## src/common/sbtc_defs.svh

```systemverilog
`ifndef SBTC_DEFS_SVH
`define SBTC_DEFS_SVH
// ----------------------------------------
// Register addresses
// ----------------------------------------
`define SBTC_ADDR_CONTROL 4'h0
`define SBTC_ADDR_COUNT_LOW 4'h1
`define SBTC_ADDR_COUNT_HIGH 4'h2
`define SBTC_ADDR_IRQ_FLAG 4'h3
`define SBTC_ADDR_IRQ_ENABLE 4'h4
// ----------------------------------------
// Control register fields
// ----------------------------------------
`define SBTC_BIT_COUNT_ENABLE 0
`define SBTC_BIT_CLOCK_SOURCE 1
`define SBTC_BIT_ASYNC_INPUT 2
`define SBTC_BIT_OSC_ENABLE 3
`define SBTC_BIT_PRESCALE_LO 4
`define SBTC_BIT_PRESCALE_HI 5
`define SBTC_BIT_SYSCLK_STATUS 6
`define SBTC_BIT_WIDE_ACCESS 7
`define SBTC_CONTROL_RESET 8'h00
`define SBTC_CONTROL_WRITE_MASK 8'hBF
// ----------------------------------------
// Timing
// ----------------------------------------
`define SBTC_CLK_MHZ 10
`define SBTC_INSTR_DIV 4
`endif

```

## src/common/sbtc_pkg.sv

```systemverilog
package sbtc_pkg;
    typedef logic [7:0] sbtc_byte_t;
    typedef logic [15:0] sbtc_count_t;
    typedef logic [3:0] sbtc_addr_t;
endpackage : sbtc_pkg

```

## src/design/sbtc_edge_sync.sv

```systemverilog
`timescale 1ns/1ps
module sbtc_edge_sync (
    input wire logic clk_i,
    input wire logic rst_i,
    input wire logic async_i,
    output logic level_o,
    output logic rise_o
);
    typedef struct packed {
        logic meta;
        logic sync;
        logic last;
    } sbtc_sync_state_t;
    sbtc_sync_state_t st;
    sbtc_sync_state_t next_st;
    always_comb begin
        next_st = st;
        next_st.meta = async_i;
        next_st.sync = st.meta;
        next_st.last = st.sync;
    end
    always_ff @(posedge clk_i or posedge rst_i) begin
        if (rst_i) begin
            st <= '0;
        end else begin
            st <= next_st;
        end
    end
    // Only the second and third stages are ever looked at.
    assign level_o = st.sync;
    assign rise_o = st.sync & ~st.last;
endmodule : sbtc_edge_sync

```

## src/design/sbtc_timer.sv

```systemverilog
// Functional notes
// - Count up, wrap, latch overflow flag.
// - Interrupt only while enable bit set.
// - Count only while count enable set.
// - Bit 7 selects buffered wide access.
// - Bit 6 shows system clock source.
// - Prescale divides by 1, 2, 4, 8.
// - Bit 3 runs or stops oscillator.
// - Bit 2 selects unsynchronised external clock.
// - Bit 1 selects external or instruction clock.
// - Advance per instruction cycle or external rising edge.
// - Oscillator pins forced input, read zero.
// - Capture unit trigger clears the count.
// - Oscillator keeps running in power modes.
// - Status bit tracks clock after failure.
// - Oscillator pins serve as clock source.
// - Low read copies high; low write loads.
// - Low writes and plain high writes clear the prescaler.
// - Write beats trigger; trigger sets no flag.
`timescale 1ns/1ps
`include "sbtc_defs.svh"
module sbtc_timer (
    input wire logic clk_i,
    input wire logic rst_i,
    input wire sbtc_pkg::sbtc_addr_t addr_i,
    input wire sbtc_pkg::sbtc_byte_t wdata_i,
    input wire logic wr_i,
    input wire logic rd_i,
    output sbtc_pkg::sbtc_byte_t rdata_o,
    input wire logic ext_clk_i,
    input wire logic osc_in_pin_i,
    input wire logic sysclk_from_osc_i,
    input wire logic event_trigger_i,
    input wire logic [1:0] pin_direction_bits_i,
    input wire logic [1:0] port_read_i,
    output logic [1:0] port_read_o,
    output logic [1:0] pin_output_enable_o,
    output logic osc_run_o,
    output logic irq_o
);
    import sbtc_pkg::*;

    // ----------------------------------------
    // State
    // ----------------------------------------
    typedef struct packed {
        sbtc_byte_t control;
        sbtc_count_t count;
        sbtc_byte_t high_buffer;
        logic [2:0] prescale_count;
        logic [1:0] instr_div;
        logic overflow_flag;
        logic overflow_irq_enable;
        logic [1:0] status_meta;
        logic status_sync;
        sbtc_byte_t rdata;
        logic [1:0] port_read;
        logic [1:0] pin_oe;
        logic osc_run;
        logic irq;
    } sbtc_state_t;

    sbtc_state_t st;
    sbtc_state_t next_st;

    logic ext_level;
    logic ext_rise;
    logic osc_level;
    logic osc_rise;
    logic [1:0] port_level;
    logic [1:0] raw_sync_meta;
    logic [1:0] raw_sync;
    logic [1:0] raw_last;

    // ----------------------------------------
    // Pin synchronisers
    // ----------------------------------------
    sbtc_edge_sync u_ext_sync (
        .clk_i(clk_i),
        .rst_i(rst_i),
        .async_i(ext_clk_i),
        .level_o(ext_level),
        .rise_o(ext_rise)
    );
    sbtc_edge_sync u_osc_sync (
        .clk_i(clk_i),
        .rst_i(rst_i),
        .async_i(osc_in_pin_i),
        .level_o(osc_level),
        .rise_o(osc_rise)
    );
    sbtc_edge_sync u_port0_sync (
        .clk_i(clk_i),
        .rst_i(rst_i),
        .async_i(port_read_i[0]),
        .level_o(port_level[0]),
        .rise_o()
    );
    sbtc_edge_sync u_port1_sync (
        .clk_i(clk_i),
        .rst_i(rst_i),
        .async_i(port_read_i[1]),
        .level_o(port_level[1]),
        .rise_o()
    );

    // ----------------------------------------
    // Unsynchronised edge path
    // ----------------------------------------
    // Even the unsynchronised choice passes two flops, since every pin is foreign
    // to this clock; it only skips the shared edge synchronisers. Each pin keeps
    // its own edge history, so switching the source never fakes a rising edge.
    always_ff @(posedge clk_i or posedge rst_i) begin
        if (rst_i) begin
            raw_sync_meta <= 2'h0;
            raw_sync <= 2'h0;
            raw_last <= 2'h0;
        end else begin
            raw_sync_meta <= {osc_in_pin_i, ext_clk_i};
            raw_sync <= raw_sync_meta;
            raw_last <= raw_sync;
        end
    end

    // ----------------------------------------
    // Next state
    // ----------------------------------------
    logic instr_tick;
    logic src_tick;
    logic sync_rise;
    logic raw_rise;
    logic [2:0] prescale_top;
    logic count_tick;
    logic write_low;
    logic wide;
    logic wrap;

    always_comb begin
        next_st = st;
        // ----------------------------------------
        // Clock source and prescaler
        // ----------------------------------------
        // The instruction divider runs free, so timer mode needs no start-up alignment.
        instr_tick = (st.instr_div == 2'(`SBTC_INSTR_DIV - 1));
        sync_rise = st.control[`SBTC_BIT_OSC_ENABLE] ? osc_rise : ext_rise;
        raw_rise = st.control[`SBTC_BIT_OSC_ENABLE] ? (raw_sync[1] & ~raw_last[1])
            : (raw_sync[0] & ~raw_last[0]);
        if (st.control[`SBTC_BIT_CLOCK_SOURCE]) begin
            src_tick = st.control[`SBTC_BIT_ASYNC_INPUT] ? raw_rise : sync_rise;
        end else begin
            src_tick = instr_tick;
        end
        prescale_top = 3'((1 << st.control[`SBTC_BIT_PRESCALE_HI:`SBTC_BIT_PRESCALE_LO]) - 1);
        count_tick = 1'b0;
        wide = st.control[`SBTC_BIT_WIDE_ACCESS];
        write_low = wr_i && (addr_i == `SBTC_ADDR_COUNT_LOW);
        next_st.instr_div = st.instr_div + 2'h1;

        if (st.control[`SBTC_BIT_COUNT_ENABLE] && src_tick) begin
            if (st.prescale_count >= prescale_top) begin
                next_st.prescale_count = 3'h0;
                count_tick = 1'b1;
            end else begin
                next_st.prescale_count = st.prescale_count + 3'h1;
            end
        end

        // ----------------------------------------
        // Counter
        // ----------------------------------------
        wrap = count_tick && (st.count == 16'hFFFF);
        if (count_tick) begin
            next_st.count = st.count + 16'h0001;
        end
        if (wrap) begin
            next_st.overflow_flag = 1'b1;
        end

        if (event_trigger_i) begin
            next_st.count = 16'h0000;
        end

        // ----------------------------------------
        // Register reads
        // ----------------------------------------
        next_st.rdata = 8'h00;
        if (rd_i) begin
            unique case (addr_i)
                `SBTC_ADDR_CONTROL: begin
                    next_st.rdata = st.control;
                end
                `SBTC_ADDR_COUNT_LOW: begin
                    next_st.rdata = st.count[7:0];
                    if (wide) begin
                        next_st.high_buffer = st.count[15:8];
                    end
                end
                `SBTC_ADDR_COUNT_HIGH: begin
                    next_st.rdata = wide ? st.high_buffer : st.count[15:8];
                end
                `SBTC_ADDR_IRQ_FLAG: begin
                    next_st.rdata = {7'h00, st.overflow_flag};
                end
                `SBTC_ADDR_IRQ_ENABLE: begin
                    next_st.rdata = {7'h00, st.overflow_irq_enable};
                end
                default: begin
                    next_st.rdata = 8'h00;
                end
            endcase
        end

        // ----------------------------------------
        // Register writes
        // ----------------------------------------
        if (wr_i) begin
            unique case (addr_i)
                `SBTC_ADDR_CONTROL: begin
                    next_st.control = (wdata_i & `SBTC_CONTROL_WRITE_MASK)
                        | (st.control & ~`SBTC_CONTROL_WRITE_MASK);
                end
                `SBTC_ADDR_COUNT_LOW: begin
                    next_st.count[7:0] = wdata_i;
                    next_st.count[15:8] = wide ? st.high_buffer : st.count[15:8];
                end
                `SBTC_ADDR_COUNT_HIGH: begin
                    if (wide) begin
                        next_st.high_buffer = wdata_i;
                    end else begin
                        next_st.count[15:8] = wdata_i;
                        // On a trigger keep the low byte as it stood; with no trigger it still takes any count tick.
                        next_st.count[7:0] = event_trigger_i ? st.count[7:0] : next_st.count[7:0];
                    end
                end
                `SBTC_ADDR_IRQ_FLAG: begin
                    // A wrap in this cycle wins over the software clear.
                    if (!wdata_i[0] && !wrap) begin
                        next_st.overflow_flag = 1'b0;
                    end else if (wdata_i[0]) begin
                        next_st.overflow_flag = 1'b1;
                    end
                end
                `SBTC_ADDR_IRQ_ENABLE: begin
                    next_st.overflow_irq_enable = wdata_i[0];
                end
                default: begin
                end
            endcase
        end

        // Low write or plain (non-wide) high write clears prescaler
        // A plain high write is a live counter write, so it restarts the prescaler too.
        if (write_low || (wr_i && addr_i == `SBTC_ADDR_COUNT_HIGH && !wide)) begin
            next_st.prescale_count = 3'h0;
        end

        // ----------------------------------------
        // Status and pins
        // ----------------------------------------
        // The status level comes from the clock switch, outside this clock, so it
        // is synchronised first and software sees it a few clocks late.
        // System clock status
        next_st.status_meta = {st.status_meta[0], sysclk_from_osc_i};
        next_st.status_sync = st.status_meta[1];
        next_st.control[`SBTC_BIT_SYSCLK_STATUS] = st.status_sync;

        next_st.osc_run = next_st.control[`SBTC_BIT_OSC_ENABLE];
        next_st.pin_oe = next_st.control[`SBTC_BIT_OSC_ENABLE] ? 2'h0 : ~pin_direction_bits_i;
        next_st.port_read = next_st.control[`SBTC_BIT_OSC_ENABLE] ? 2'h0 : port_level;
        next_st.irq = next_st.overflow_flag & next_st.overflow_irq_enable;
    end

    // ----------------------------------------
    // State register
    // ----------------------------------------
    always_ff @(posedge clk_i or posedge rst_i) begin
        if (rst_i) begin
            st <= '0;
            st.control <= `SBTC_CONTROL_RESET;
        end else begin
            st <= next_st;
        end
    end

    // ----------------------------------------
    // Outputs
    // ----------------------------------------
    assign rdata_o = st.rdata;
    assign port_read_o = st.port_read;
    assign pin_output_enable_o = st.pin_oe;
    assign osc_run_o = st.osc_run;
    assign irq_o = st.irq;
endmodule : sbtc_timer

```

## config.mk

```make
export PLATFORM = sky130hd
export DESIGN_NAME = sbtc_timer
export DESIGN_NICKNAME = d
export VERILOG_FILES = /design/src/common/sbtc_pkg.sv /design/src/design/sbtc_edge_sync.sv /design/src/design/sbtc_timer.sv
export VERILOG_INCLUDE_DIRS = /design/src /design/src/common
export SDC_FILE = /design/constraint.sdc
export NUM_CORES = 1
export LEC_CHECK = 0
export BUFFER_PORTS_ARGS = -buffer_cell sky130_fd_sc_hd__clkbuf_2
export CAP_MARGIN = 15
export CORE_MARGIN = 2
export CORE_UTILIZATION = 30
export DETAILED_ROUTE_END_ITERATION = 8
export MAX_ROUTING_LAYER = met4
export SLEW_MARGIN = 25
export SYNTH_ARGS = -nofsm -noshare
export SYNTH_HDL_FRONTEND = slang
export SYNTH_SLANG_ARGS = --single-unit
```

## constraint.sdc

```tcl
create_clock -name clk_i -period 2.1 [get_ports clk_i]
set_input_delay 0.105 -clock clk_i [delete_from_list [all_inputs] [get_ports clk_i]]
set_output_delay 0.105 -clock clk_i [all_outputs]
set_load 0.02 [all_outputs]
```

Word-level counts from Yosys, hierarchy flattened

Cells that the tools add are included.

Register bits after elaboration: 72
Input bits: 24
Output and inout port bits: 14
Word-level logic and storage cells: 98

$add $sub $neg: 4
Magnitude comparators: 1
Equal/unequal tests: 7
Shift-type cells: 1
Multiplexer cells: 32
Bitwise gates (word level): 11
Reductions and logical operators: 13

Operator list:

| cell                                             | count |
|---|---|
| 2-to-1 mux 8 bit                                 | 8 |
| 2-to-1 mux 16 bit                                | 3 |
| case mux 8 bit (5 select lines)                  | 1 |
| case mux 16 bit (2 select lines)                 | 1 |
| 2-to-1 mux 28 bit                                | 1 |
| adder 16 x 1 -> 16 bit (second input constant)   | 1 |
| == test 16 bit (second input constant)           | 1 |
| 2-to-1 mux 1 bit                                 | 11 |
| 2-to-1 mux 3 bit                                 | 3 |
| == test 4 x 2 -> 1 bit (second input constant)   | 2 |
| bitwise OR 8 x 7 -> 8 bit                        | 1 |
| logical AND 1 bit                                | 6 |
| 2-to-1 mux 2 bit                                 | 3 |
| bitwise AND 1 bit                                | 5 |
| == test 4 x 1 -> 1 bit (second input constant)   | 1 |
| == test 4 x 3 -> 1 bit (second input constant)   | 1 |
| logical NOT 4 bit                                | 1 |
| 2-to-1 mux 4 bit                                 | 1 |
| != test 4 bit (second input constant)            | 1 |
| inverter 1 bit                                   | 4 |
| adder 3 x 1 -> 3 bit (second input constant)     | 1 |
| greater-or-equal comparator 3 bit                | 1 |
| logical NOT 1 bit                                | 3 |
| left shift 1 x 2 -> 3 bit (first input constant) | 1 |
| other kinds (7)                                  | 7 |

Depth between registers and ports, before layout

Gate-level depths: netlist (run 1).

Depth in word-level cells: 14
Mapped depth: 9
Mapped depth without buffers: 8

Hierarchy

A second synthesis (run 1) with hierarchy kept.

Cell total of the unflattened synthesis: 333
Area, all modules: 3572.2 um^2

By module, submodules not included:

| module         | instances | cells an instance | area each (um^2) | seq. area each (um^2) |
|---|---|---|---|---|
| sbtc_timer     | 1         | 313               | 3201.8           | 1526.5 |
| sbtc_edge_sync | 4         | 5                 | 92.6             | 75.1 |

Worst setup path after synthesis (run 1)

Ideal clock, no wire load.

Kind: reg2reg
Start point: reg st[53] in the netlist's numbering
End point: reg st[43] in the netlist's numbering
Setup time: 131 ps
Data arrival time: 2063 ps
Required time: 1969 ps
Path slack: -94 ps
Cell stages (with the launch flop): 9
Path buffers: 0
Period minus slack after synthesis: 2194 ps
Path through: dfrtp_1 > or2_2 > ha_1 > nand2b_1 > a31oi_2 > nor4_4 > nand4_1 > xor2_1 > o221ai_2

RTL lines:

| element                  | RTL line          | RTL |
|---|---|---|
| start: declaration       | sbtc_timer.sv:63  | `sbtc_state_t st;` |
| start signal: assignment | sbtc_timer.sv:281 | `st <= next_st;` |

==> flow_summary.ini, run 1 <==
[yosys]
synth_common_cells = dfrtp_1 (65), nand2_1 (24), mux2i_1 (23)
async_reset_ff_frac = 1.00
ys_top_cells_by_area = dfrtp_1 (50%), mux2i_1 (7.0%), buf_4 (4.1%), mux2_2 (2.7%), nand2_1 (2.7%)
seq_area_frac_synth = 0.496
post-synth-top-area-fraction = 0.496
post-synth-top-count-cell = dfrtp_1
synth-edff-count = 0
syn_nets = 330
syn_area_um2 = 3280
yosys.cell_types.count = 48
syn_area_per_cell_um2 = 10.9
synthFlopType = dfrtp_1
synth_seq_cells = 65
netlist_instances = 300
ys_warn_count = 0
yosysTopAreaCell = dfrtp_1

[final_layout]
fin_area_um2 = 3970
multiInputGateArea_um2 = 1490
ff_latch_area_um2 = 1630
n_fill_cell = 1101
stdcell_count = 496
drive_gt1_frac = 0.301
syn2layout_area_growth_pct = 21.0
diodes = 0
fin_nets = 381
final_util = 0.370

[timing]
hold_viol_final = 0
rsz0062_at_grt = true
holdWs_ns = 0.0294
finalSetupViolations = 2
slew_viol_final = 0
fin_skew_ns = 0.00746
tightest_slew_ns = 0.528
finalCritPeriodShare = 1.00
fin_setup_tns_ns = -0.0133
period_minus_slack_ns = 2.11
fmaxAchievable_mhz = 474
finalWorstSetupSlack_ns = -0.00906
slew_headroom = 0.648

[pwr]
ir_drop_uv = 426
p_sw_mw = 1.07
switching_share = 0.307
finalPower_mw = 3.48
p_seq_frac = 0.437
p_clk_frac = 0.316
intPower_mw = 2.41
combPwrFrac = 0.247
power_density_nw_per_um2 = 876
p_leak_nw = 1.82

[placed_design]
post-place-ws_ns = -0.0333
placed_cells = 466
place.gp.congestion = 0.885
port_buffers = 37
dp_hpwl_um = 5370
placed_area_um2 = 3600

[cts]
cts_sinks = 65
htree_levels = 3
clk_latency_ns = 0.35
cts_tree = yes
worst_setup_hold_path_clk_slew_ns = 0.07
cts_buffers = 9
cts.root.buffer_cell = clkbuf_8
clockBufferDepth = 2

[routing]
vias = 2469
wl_per_cell_um = 15.6
drtAntennaViolNets = 0
drc_errors = 0
viasPerCell = 4.98
drtPass1Iterations = 4
initialDrtViolationCount = 146
finalWirelength_um = 7720

[run_status]
outcome = complete, but fails checks
violations = negative setup slack

[worst_setup_path]
crit_fanout = 5
slowest_stage = dfrtp_1
startpoint_type = flop
worstSetupPathType = flop to flop
arrival_ns = 2.33
crit_path_max_incr_delay_ns = 0.38
endpoint_kind = flop
cp_cell_sequence = or2_4 > ha_4 > nand2b_4 > a31oi_4 > buf_4 > nor4_4 > buf_6 > nand4_1 > xor2_1 > o221ai_2
required_ns = 2.32

[floorplanning]
chipWidth_um = 109
ios = 38
initial_core_util = 0.305
die_area_um2 = 11800
fp.dieH_um = 109
coreArea_um2 = 10700
row_count = 38

[min_path]
hp-class = input port to flop

[global_routing]
overflow = 0
antenna_found_initial = 0
grt_pass1_wl_um = 12800
grt_max_degree = 39
grt_pass1_vias = 2539
gr-usage-all-layers = 0.150

[job]
drv_cap = 0
==> worst max-delay path: cells and delay by family (launching register included) <==
family,cells,cell delay [ns]
simple gates,4,0.66
flops,1,0.38
buf+inv,2,0.32
xor+xnor,1,0.18
fa+ha+maj,1,0.26
compound gates,2,0.19
==> cells by family (layout without fill, tap and decap cells) <==
family	Yosys count	after routing	share of synthesized area
AO/OA/AOI/OAI	52	52	0.114
XOR/XNOR	11	11	0.0294
adder cells (fa/ha/maj)	6	6	0.0229
buffers and inverters	37	93	0.0652
flip-flops	65	65	0.496
multiplexers	33	33	0.109
AND/OR/NAND/NOR	96	96	0.164
==> power groups by stage <==
stage	logic, mW	registers (mW)	clock network, mW
5_1_grt	0.951	1.54	1.19
2_1_floorplan	0.541	1.52	0
4_1_cts	0.855	1.52	1.13
3_3_place_gp	0.725	1.54	0
6_report	0.859	1.52	1.10
3_5_place_dp	0.749	1.54	0
==> path summary, 6_finish.rpt <==
check	from	endpoint	slack, ns	depth (start not counted)
min in group asynchronous	rst_i	next_st[16]	0.35	4
setup reg to reg	st[52]	st[43]	-0.009	10
hold reg to reg	next_st[16]	next_st[14]	0.35	0
max in group asynchronous	rst_i	st[48]	1.34	4
setup / recovery	st[52]	st[43]	-0.009	10
hold / removal	wdata_i[2]	st[42]	0.03	3
==> final cells by class <==
cell class / instances / area share
Tap cell: 140 / 0.0441
Multi-Input combinational cell: 198 / 0.375
Sequential cell: 65 / 0.409
Clock inverter: 6 / 0.0167
Clock buffer: 10 / 0.0346
Timing Repair Buffer: 69 / 0.113
Inverter: 8 / 0.00756
==> flip-flops by register name (all words and copies together), names as in the netlist <==
signal,cells
next_st,3
raw_sync,2
u_port1_sync.level_o,1
raw_last,2
port_read_o,2
rdata_o,8
pin_output_enable_o,2
u_port1_sync.next_st,1
u_port0_sync.level_o,1
u_port0_sync.next_st,1
raw_sync_meta,2
irq_o,1
st,39
==> layout by cell type, fill, tap and decap left out, types with 5 or more instances in the layout <==
cell type / n
inv_1: 7
mux2i_1: 23
o22ai_1: 7
nand3_1: 6
nor2_1: 17
buf_4: 20
clkbuf_8: 10
xor2_1: 10
dlygate4sd3_1: 8
o221ai_2: 5
nand4_1: 7
and3_1: 14
clkbuf_2: 37
nand2_1: 24
mux2_2: 8
dfrtp_1: 65
a21oi_1: 15
==> per-layer routing <==
metal,GRT usage,up-vias,wire length (µm)
met3,0.0398,18,395
met2,0.222,77,3580
li1,-,1169,-
met1,0.193,1205,3550
met5,-,-,0
met4,0.0641,0,185
==> repair_timing <==
action | 4_1_cts | 5_1_grt
pin swaps | 5 | 0
setup buffers | 3 | 1
endpoints found under the setup margin | 6 | 15
hold buffers | 8 | 0
resized for setup | 6 | 4
cloned | 1 | 1
hold endpoints to repair | 72 | 0
No activity file was read; power rests on OpenSTA's default activity.
==> run 2: changes to the inputs <==
CORE_MARGIN = 3   (was 2)
==> flow_summary.ini, run 2 (synthesized netlist as in run 1, its figures left out) <==
[global_routing]
gr-usage-all-layers = 0.132
grt_max_degree = 42
grt_pass1_wl_um = 12800
overflow = 0
antenna_found_initial = 0
grt_pass1_vias = 2504

[min_path]
hp-class = input port to flop

[timing]
slew_headroom = 0.643
period_minus_slack_ns = 2.13
fmaxAchievable_mhz = 470
fin_skew_ns = 0.00991
tightest_slew_ns = 0.535
hold_viol_final = 0
rsz0062_at_grt = true
finalWorstSetupSlack_ns = -0.0255
slew_viol_final = 0
finalCritPeriodShare = 1.01
fin_setup_tns_ns = -0.0255
finalSetupViolations = 1

[placed_design]
port_buffers = 37
post-place-ws_ns = -0.0602
place.gp.congestion = 0.838
dp_hpwl_um = 5280
placed_cells = 457

[worst_setup_path]
arrival_ns = 2.35
r2r_setup_slack_ns = -0.03
required_ns = 2.32
crit_path_max_incr_delay_ns = 0.38
worstSetupPathType = flop to flop
startpoint = st[53]
r2r_cells = 10
crit_fanout = 5
endpoint = st[43]
cpMostUsedCell = buf_6
endpoint_kind = flop
startpoint_type = flop
slowest_stage = dfrtp_1
r2r_end = st[43]
cp_cell_sequence = or2_4 > ha_4 > nand2b_4 > a31oi_4 > buf_6 > nor4_4 > buf_6 > nand4_1 > xor2_1 > o221ai_2
r2r-start = st[53]

[routing]
finalWirelength_um = 7710
initialDrtViolationCount = 111
viasPerCell = 5.07
wl_per_cell_um = 15.8
drtAntennaViolNets = 0
drtPass1Iterations = 5
vias = 2476
drc_errors = 0

[final_layout]
layout_commonest_cell = dfrtp_1
stdcell_count = 488
layout_common_cells = dfrtp_1 (65), clkbuf_2 (37), nand2_1 (23), mux2i_1 (23), nor2_1 (17)
fin_nets = 377
largest_reg_flops = 39
drive_gt1_frac = 0.307
diodes = 0
syn2layout_area_growth_pct = 21.2
top_register = st

[cts]
cts.root.buffer_cell = clkbuf_8
worst_setup_hold_path_clk_slew_ns = 0.08
cts_sinks = 65
htree_levels = 3
clk_latency_ns = 0.34
clockBufferDepth = 2
cts_buffers = 9
cts_tree = yes

[pwr]
power_density_nw_per_um2 = 864
ir_drop_uv = 495
finalPower_mw = 3.44
p_leak_nw = 1.80

[floorplanning]
fp.dieH_um = 111
initial_core_util = 0.314
chipWidth_um = 111
row_count = 37
die_area_um2 = 12200
coreArea_um2 = 10500
ios = 38

[run_status]
outcome = complete, but fails checks
violations = negative setup slack

[job]
drv_cap = 0
[run 2: worst min path at each step]
stage | endpoint | from | slack (ns) | cells after the start
floorplan | next_st[16] | sysclk_from_osc_i | 0.14 | 0
global placement | u_port1_sync.next_st[1] | rst_i | 0.16 | 2
detailed placement | u_port1_sync.next_st[1] | rst_i | 0.17 | 2
CTS | st[46] | wdata_i[6] | 0.02 | 3
global route | st[46] | wdata_i[6] | 0.05 | 3
finish | st[46] | wdata_i[6] | 0.02 | 3
[run 2: power by group]
group / internal [mW] / leakage (nW) / switching [mW] / total (mW)
Clock: 0.450 / 0.0888 / 0.558 / 1.01
Sequential: 1.40 / 0.834 / 0.118 / 1.52
Combinational: 0.445 / 0.879 / 0.460 / 0.906
[run 2: area by class of cell]
| type | instances | area [µm²] |
|---|---|---|
| clock buffer | 9 | 124 |
| clock inverter | 7 | 61.3 |
| fill | 1065 | 6480 |
| inverter | 8 | 30.0 |
| multi-input combinational | 198 | 1520 |
| sequential | 65 | 1630 |
| tap | 136 | 170 |
| timing repair buffer | 65 | 443 |
[run 2: stage by stage]
step                instance area, µm²  hold WS [ns]   util
finish                            3980        0.0189  0.380
global route                      3980        0.0522  0.380
CTS                               3920        0.0180  0.375
detailed placement                3570         0.168  0.341
global placement                  3570         0.159  0.341
floorplan                         3290         0.136      -
[run 2: routing by layer]
| layer | vias to the layer above | GRT usage | wire (µm) |
|---|---|---|---|
| li1 | 1155 | - | - |
| met1 | 1202 | 0.180 | 3620 |
| met2 | 106 | 0.189 | 3450 |
| met3 | 13 | 0.0312 | 496 |
| met4 | 0 | 0.0558 | 146 |
| met5 | - | - | 0 |
[run 2: timing repair]
item | in CTS | in global routing
cloned | 1 | 1
buffers inserted | 5 | 1
hold endpoints to repair | 31 | 0
hold buffers | 8 | 0
endpoints found under the setup margin | 10 | 16
gates resized for setup | 8 | 14
pin swaps | 4 | 6
[run 2: critical path, delay by kind of cell, from the launching register on]
kind | cells | cell delay [ns]
compound gates | 2 | 0.20
xor+xnor | 1 | 0.18
fa+ha+maj | 1 | 0.26
buf+inv | 2 | 0.31
flops | 1 | 0.38
simple gates | 4 | 0.66
